[src/irfd_defines.svh]
// Purpose: Constants for the infrared remote frame decoder
// Assumes: 50 MHz clock, NEC-style pulse-distance frames
// Notes: Times in microseconds, cycle counts derived from the clock rate
`ifndef IRFD_DEFINES_SVH
`define IRFD_DEFINES_SVH

`define IRFD_CLK_MHZ        50
// Nominal widths in microseconds
`define IRFD_LEAD_MARK_US   9000
`define IRFD_LEAD_SPACE_US  4500
`define IRFD_BIT_MARK_US    560
`define IRFD_ZERO_SPACE_US  560
`define IRFD_ONE_SPACE_US   1690
// Tolerance in percent of nominal
`define IRFD_TOL_PCT        25
// Divides every nominal width; 1 keeps real remote timing
`define IRFD_TIME_DIV       1
`define IRFD_FRAME_BITS     32
`define IRFD_CNT_W          20
`define IRFD_BITCNT_W       6
`define IRFD_ZERO_CNT       20'h0_0000
`define IRFD_ZERO_BITS      6'h00
`define IRFD_ZERO_WORD      32'h0000_0000
`define IRFD_ONE_BIT        6'h01

`endif

[src/irfd_pkg.sv]
// Purpose: Types for the infrared remote frame decoder
// Assumes: Included constants header
// Notes: Result word carries custom code, key code and inverted key code
package irfd_pkg;
    typedef enum logic [2:0] {
        IRFD_IDLE                  = 3'b001,
        IRFD_LEADER_SEEN_STATE     = 3'b010,
        IRFD_PAYLOAD_CAPTURE_STATE = 3'b100
    } irfd_state_t;

    typedef struct packed {
        logic [15:0] custom_code;
        logic [7:0]  key_code;
        logic [7:0]  key_code_n;
    } irfd_result_t;
endpackage : irfd_pkg

[src/irfd_code_detector.sv]
// Purpose: Measures mark and space widths of the demodulated input
// Assumes: ir_rx_n low during a carrier burst, synchronous to clk
// Notes: Classifies each completed space with its preceding mark
`timescale 1ns/1ps
`default_nettype none
`include "irfd_defines.svh"
module irfd_code_detector #(
    parameter int CNT_W    = `IRFD_CNT_W,
    parameter int TIME_DIV = `IRFD_TIME_DIV
) (
    input  wire logic clk,
    input  wire logic rst,
    input  wire logic ir_rx_n,
    output logic      lead_hit,
    output logic      bit_hit,
    output logic      bit_val,
    output logic      bad_hit,
    output logic      end_hit
);
    import irfd_pkg::*;

    // ========================================
    // Width limits
    localparam int LM   = `IRFD_LEAD_MARK_US * `IRFD_CLK_MHZ / TIME_DIV;
    localparam int LS   = `IRFD_LEAD_SPACE_US * `IRFD_CLK_MHZ / TIME_DIV;
    localparam int BM   = `IRFD_BIT_MARK_US * `IRFD_CLK_MHZ / TIME_DIV;
    localparam int ZS   = `IRFD_ZERO_SPACE_US * `IRFD_CLK_MHZ / TIME_DIV;
    localparam int OS   = `IRFD_ONE_SPACE_US * `IRFD_CLK_MHZ / TIME_DIV;
    localparam int TP   = `IRFD_TOL_PCT;

    function automatic logic in_win(input logic [CNT_W-1:0] w, input int nom);
        in_win = (int'(w) >= nom - nom * TP / 100) && (int'(w) <= nom + nom * TP / 100);
    endfunction

    // ========================================
    // Edge tracking and width counters
    logic             rx_q;
    logic             mark;
    logic [CNT_W-1:0] cnt_q;
    logic [CNT_W-1:0] mark_w_q;
    logic             mark_ok_q;
    logic             sat;

    assign mark = ~ir_rx_n;
    assign sat  = &cnt_q;

    always_ff @(posedge clk) begin
        if (rst) begin
            rx_q <= 1'b0;
        end else begin
            rx_q <= mark;
        end
    end

    // Counter saturates so a long idle cannot wrap into a valid width
    always_ff @(posedge clk) begin
        if (rst || (mark != rx_q)) begin
            cnt_q <= '0;
        end else if (!sat) begin
            cnt_q <= cnt_q + 1'b1;
        end
    end

    always_ff @(posedge clk) begin
        if (rst) begin
            mark_w_q  <= '0;
            mark_ok_q <= 1'b0;
        end else if (!mark && rx_q) begin
            mark_w_q  <= cnt_q;
            mark_ok_q <= 1'b1;
        end else if (!mark && sat) begin
            mark_ok_q <= 1'b0;
        end
    end

    // ========================================
    // Classification at end of each space
    logic sp_end;
    assign sp_end = mark && !rx_q && mark_ok_q;

    always_ff @(posedge clk) begin
        if (rst) begin
            lead_hit <= 1'b0;
            bit_hit  <= 1'b0;
            bit_val  <= 1'b0;
            bad_hit  <= 1'b0;
            end_hit  <= 1'b0;
        end else begin
            lead_hit <= sp_end && in_win(mark_w_q, LM) && in_win(cnt_q, LS);
            bit_hit  <= sp_end && in_win(mark_w_q, BM) && (in_win(cnt_q, ZS) || in_win(cnt_q, OS));
            bit_val  <= in_win(cnt_q, OS);
            bad_hit  <= sp_end && !(in_win(mark_w_q, LM) && in_win(cnt_q, LS))
                        && !(in_win(mark_w_q, BM) && (in_win(cnt_q, ZS) || in_win(cnt_q, OS)));
            // Trailing end mark followed by a long quiet space
            end_hit  <= !mark && mark_ok_q && sat && in_win(mark_w_q, BM);
        end
    end
endmodule // irfd_code_detector
`default_nettype wire

[src/irfd_decoder.sv]
// Purpose: Infrared remote frame decoder top
// Assumes: Demodulated active-low input, single 50 MHz clock
// Notes: Result held until the next good frame replaces it
`timescale 1ns/1ps
`default_nettype none
`include "irfd_defines.svh"
module irfd_decoder #(
    parameter int NBITS    = `IRFD_FRAME_BITS,
    parameter int CNT_W    = `IRFD_CNT_W,
    parameter int TIME_DIV = `IRFD_TIME_DIV
) (
    input  wire logic           clk,
    input  wire logic           rst,
    input  wire logic           ir_rx_n,
    output irfd_pkg::irfd_result_t result,
    output logic                result_valid,
    output logic                frame_error,
    output irfd_pkg::irfd_state_t  state
);
    import irfd_pkg::*;

    // ========================================
    // Detector
    logic lead_hit;
    logic bit_hit;
    logic bit_val;
    logic bad_hit;
    logic end_hit;

    // Input arrives already demodulated by the receiver
    irfd_code_detector #(
        .CNT_W    (CNT_W),
        .TIME_DIV (TIME_DIV)
    ) u_det (
        .clk      (clk),
        .rst      (rst),
        .ir_rx_n  (ir_rx_n),
        .lead_hit (lead_hit),
        .bit_hit  (bit_hit),
        .bit_val  (bit_val),
        .bad_hit  (bad_hit),
        .end_hit  (end_hit)
    );

    // ========================================
    // Sequencer
    irfd_state_t                state_q;
    irfd_state_t                state_d;
    logic [`IRFD_BITCNT_W-1:0]  nbits_q;
    logic [31:0]                shift_q;
    logic                       full;

    assign full  = (nbits_q == 6'(NBITS));
    assign state = state_q;

    always_comb begin
        state_d = state_q;
        unique case (state_q)
            IRFD_IDLE: begin
                if (lead_hit) begin
                    state_d = IRFD_LEADER_SEEN_STATE;
                end
            end
            IRFD_LEADER_SEEN_STATE: begin
                // First data bit is the custom-code LSB
                if (bit_hit) begin
                    state_d = IRFD_PAYLOAD_CAPTURE_STATE;
                end else if (bad_hit || end_hit) begin
                    state_d = IRFD_IDLE;
                end
            end
            IRFD_PAYLOAD_CAPTURE_STATE: begin
                if (bad_hit || end_hit || lead_hit) begin
                    state_d = IRFD_IDLE;
                end
            end
            default: state_d = IRFD_IDLE;
        endcase
    end

    always_ff @(posedge clk) begin
        if (rst) begin
            state_q <= IRFD_IDLE;
        end else begin
            state_q <= state_d;
        end
    end

    // ========================================
    // Payload shift register, LSB first
    logic take;
    assign take = bit_hit && (state_q != IRFD_IDLE) && !full;

    always_ff @(posedge clk) begin
        if (rst || state_q == IRFD_IDLE) begin
            nbits_q <= `IRFD_ZERO_BITS;
            shift_q <= `IRFD_ZERO_WORD;
        end else if (take) begin
            nbits_q <= nbits_q + `IRFD_ONE_BIT;
            shift_q <= {bit_val, shift_q[31:1]};
        end
    end

    // ========================================
    // Result publish on end bit; key check guards against noise
    logic good;
    assign good = end_hit && (state_q == IRFD_PAYLOAD_CAPTURE_STATE) && full
                  && (shift_q[23:16] == ~shift_q[31:24]);

    always_ff @(posedge clk) begin
        if (rst) begin
            result       <= '0;
            result_valid <= 1'b0;
            frame_error  <= 1'b0;
        end else begin
            result_valid <= good;
            frame_error  <= (state_q != IRFD_IDLE) && (state_d == IRFD_IDLE) && !good;
            if (good) begin
                result.custom_code <= shift_q[15:0];
                result.key_code    <= shift_q[23:16];
                result.key_code_n  <= shift_q[31:24];
            end
        end
    end
endmodule // irfd_decoder
`default_nettype wire

[config.mk]
export PLATFORM = sky130hd
export DESIGN_NAME = irfd_decoder
export DESIGN_NICKNAME = d
export VERILOG_FILES = /design/src/irfd_pkg.sv /design/src/irfd_code_detector.sv /design/src/irfd_decoder.sv
export VERILOG_INCLUDE_DIRS = /design/src /design/src/src
export SDC_FILE = /design/constraint.sdc
export NUM_CORES = 1
export LEC_CHECK = 0
export BUFFER_PORTS_ARGS = -buffer_cell sky130_fd_sc_hd__buf_4
export CAP_MARGIN = 20
export CORE_AREA = 2 2 76 133
export DETAILED_ROUTE_END_ITERATION = 10
export DIE_AREA = 0 0 78 135
export GPL_TIMING_DRIVEN = 0
export PLACE_DENSITY = 0.75
export REMOVE_ABC_BUFFERS = 1
export SYNTH_ARGS = -nofsm -noshare
export SYNTH_HDL_FRONTEND = slang
export SYNTH_SLANG_ARGS = --single-unit
[constraint.sdc]
create_clock -name clk -period 2.45 [get_ports clk]
set_input_delay 0.1225 -clock clk [delete_from_list [all_inputs] [get_ports clk]]
set_output_delay 0.1225 -clock clk [all_outputs]
set_load 0.02 [all_outputs]
==> results.cfg <==
[cts]
numClockSinks = 122
path_clk_slew_ps = 60
cts_buffers = 17
cts_root_buffer = clkbuf_16
htreeDepth = 4
clk_latency_ps = 410
clockBufferDepth = 2
cts_tree = built

[logic_synthesis]
ys_types = 59
yosysSeqAreaShare_pct = 44.1
synth_warnings = 0
avgSynthCellArea_sq_um = 7.96
ys_ff_latch = 122
synth_edf_count = 0
synth_ff_type = dfxtp_1
async_flop_share_pct = 0
syn_inst = 695
synth_area_sq_um = 5540

[grt]
grt_use_met2_pct = 47.3
grt_pass1_vias = 4641
grt-busiest-layer = met2
grt_max_degree = 64
grt.met3_usage_pct = 5.01
met1_usage_pct = 26.4
grt.overflow.total = 0
grt_use_total_pct = 25.8
antenna_found_initial = 0
grt_pass1_wl_um = 21700

[floorplanning]
fp-row-count = 47
start_util_pct = 58.8
design.core.area_sq_um = 9410
die_area_sq_um = 10500
io-pin-count = 40
die_h_um = 135
die-width_um = 78

[setup_path]
arrival_ps = 2570
cp-start-kind = register
cp_max_fo = 19
slowest_delay_ps = 590
crit_path_end_kind = register
crit_type = reg -> reg
critPathSlowestCell = and2_1
r2r-start = nbits_q[0]$_SDFFE_PP0P_
crit_chain = inv_1 > ha_1 > nor4b_1 > nand2_1 > and2_1 > buf_8 > nand2_1 > xor2_1 > nor2_1
rr_endpoint = nbits_q[2]$_SDFFE_PP0P_
worstPathRequired_ps = 2710
reg2reg_depth = 9
cpMostUsedCell = nand2_1
path_delay_family = simple AND/OR/NAND/NOR gates
crit_buf_inv = 2
r2r_slack_ps = 140

[timing]
fin_crit_ps = 2310
drv_slew = 0
holdWs_ps = 213
timing.fmax_mhz = 433
rsz0062_at_grt = yes
hold_violations = 0
fin_skew_ps = 7.51
worst_pin_slew_ps = 729
setup-tns-final_ps = 0
min_period_over_period_pct = 94.4
slew_headroom_pct = 51.4
setup_viol = 0

[detailed_routing]
drc = 0
first_iter_violations = 274
routed_wl_um = 13200
num_vias = 4933
drtPass1Iterations = 5
ant_nets = 0
wire_per_inst_um = 15.6
vias_per_cell = 5.84

[finish]
final_area_sq_um = 6430
n_antenna_cell = 0
layout_commonest_cell = nand2_1
fin_util_pct = 68.3
area_growth_pct = 16.2
layout_common_cells = 150 x nand2_1, 119 x dfxtp_1, 77 x a21oi_1, 75 x nor2_1, 42 x buf_4
fin_nets = 721
drive_gt1_share_pct = 13.3

[hold_path]
worstHoldStart = rst
whs_endpoint = u_det.mark_w_q[2]$_SDFFE_PP0P_
hp-class = in -> reg
worstHoldPathCells = 2

[placement]
dp.final_hpwl_um = 9040
io_buffers = 39
dpl_cell_area_sq_um = 5800
place_congestion = 0.972

[power]
ir_drop_mv = 0.514
p_int_mw = 3.42
total_power_mw = 4.33
p_switching_mw = 0.907
power.density_nw_per_um2 = 673
pwr-share-comb_pct = 1.6
swShare_pct = 21.0
leakage_nw = 2.26
p_seq_share_pct = 46.2
clockPowerShare_pct = 52.3

[job]
maxCapViolations = 0

[outcome]
outcome = finished clean
sequential cells by signal, indices dropped and copies added, names as in the netlist:
name	flops
u_det.bit_val	1
u_det.rx_q	1
frame_error	1
nbits_q	6
u_det.cnt_q	20
shift_q	32
u_det.end_hit	1
result	32
u_det.lead_hit	1
u_det.bit_hit	1
u_det.bad_hit	1
state	3
u_det.mark_ok_q	1
result_valid	1
u_det.mark_w_q	20
power by group through the flow:
stage                     clock network, mW  logic (mW)  registers (mW)
final                                  2.26      0.0672            2.00
after detailed placement                  0      0.0634            2.04
after CTS                              2.29      0.0647            2.00
after floorplan                           0      0.0347            2.04
after global placement                    0      0.0625            2.04
after global routing                   2.39      0.0747            2.00
Yosys cell counts (all sizes together) (3+ instances only):
master / count / area, sq um
a21o: 3 / 23.8
and2: 3 / 18.8
nor2: 75 / 282
a211oi: 6 / 45.0
buf: 8 / 35.0
nand2: 151 / 567
xor2: 14 / 123
ha: 8 / 100
nor3: 20 / 100
nor2b: 4 / 25.0
nor4b: 4 / 41.3
mux2i: 20 / 200
or3: 5 / 35.0
dfxtp: 122 / 2440
nor4: 8 / 56.3
nand2b: 5 / 31.3
inv: 10 / 37.5
clkbuf: 42 / 178
o21ai: 12 / 60.1
nand3: 14 / 70.1
nand4: 15 / 93.8
and3: 3 / 18.8
a211o: 4 / 35.0
or2: 3 / 18.8
nor3b: 4 / 30.0
and4: 4 / 35.0
xnor2: 15 / 131
a21oi: 78 / 394
or4: 5 / 37.5
cell families (layout without fill, tap and decap cells):
family	after synthesis	count (layout)	synth area share [%]
buffers and inverters	60	88	4.52
DFF	122	122	44.1
AOI/OAI and AO/OA	124	124	13.5
xor gates and xnor gates	29	29	4.59
adders and majority gates	8	8	1.81
and+or+nand+nor	332	332	27.8
muxes	20	20	3.62
final cells by class:
class,instances,area (sq um)
Inverter,10,37.5
Sequential cell,122,2450
Tap cell,122,153
Timing Repair Buffer,46,379
Multi-Input combinational cell,513,2870
Clock inverter,12,101
Fill cell,755,2980
Clock buffer,20,447
what timing repair did:
action / CTS / global route
setup buffers: 0 / 3
gates resized for setup: 4 / 5
setup endpoints to repair: 38 / 27
hold buffers: 1 / 0
endpoints found under the hold margin: 1 / 0
pin swaps: 1 / 1
metal layers:
metal  part of all wire (%)  routed length [um]  up-vias
li1                       -                   -     2424
met1                     38                4960     2334
met2                     54                7120      135
met3                    3.9                 513       40
met4                    4.7                 626        0
met5                      0                   0        -
worst max path at each step:
stage,startpoint,endpoint,cells past startpoint
floorplan,nbits_q[0]$_SDFFE_PP0P_,result[0]$_SDFFE_PP0P_,7
global placement,nbits_q[0]$_SDFFE_PP0P_,result[27]$_SDFFE_PP0P_,7
detailed placement,nbits_q[0]$_SDFFE_PP0P_,nbits_q[5]$_SDFFE_PP0P_,8
CTS,u_det.cnt_q[10]$_SDFFE_PP0N_,u_det.cnt_q[13]$_SDFFE_PP0N_,6
global route,nbits_q[0]$_SDFFE_PP0P_,nbits_q[2]$_SDFFE_PP0P_,9
finish,nbits_q[0]$_SDFFE_PP0P_,nbits_q[2]$_SDFFE_PP0P_,9
per-stage QoR:
step | worst slack (ps) | cells
after floorplan | -206 | 645
after global placement | -1240 | 806
after global routing | -20.8 | 845
after CTS | 30.1 | 841
after detailed placement | -171 | 808
final | 138 | 845
Power figures use the tool's default switching activity.
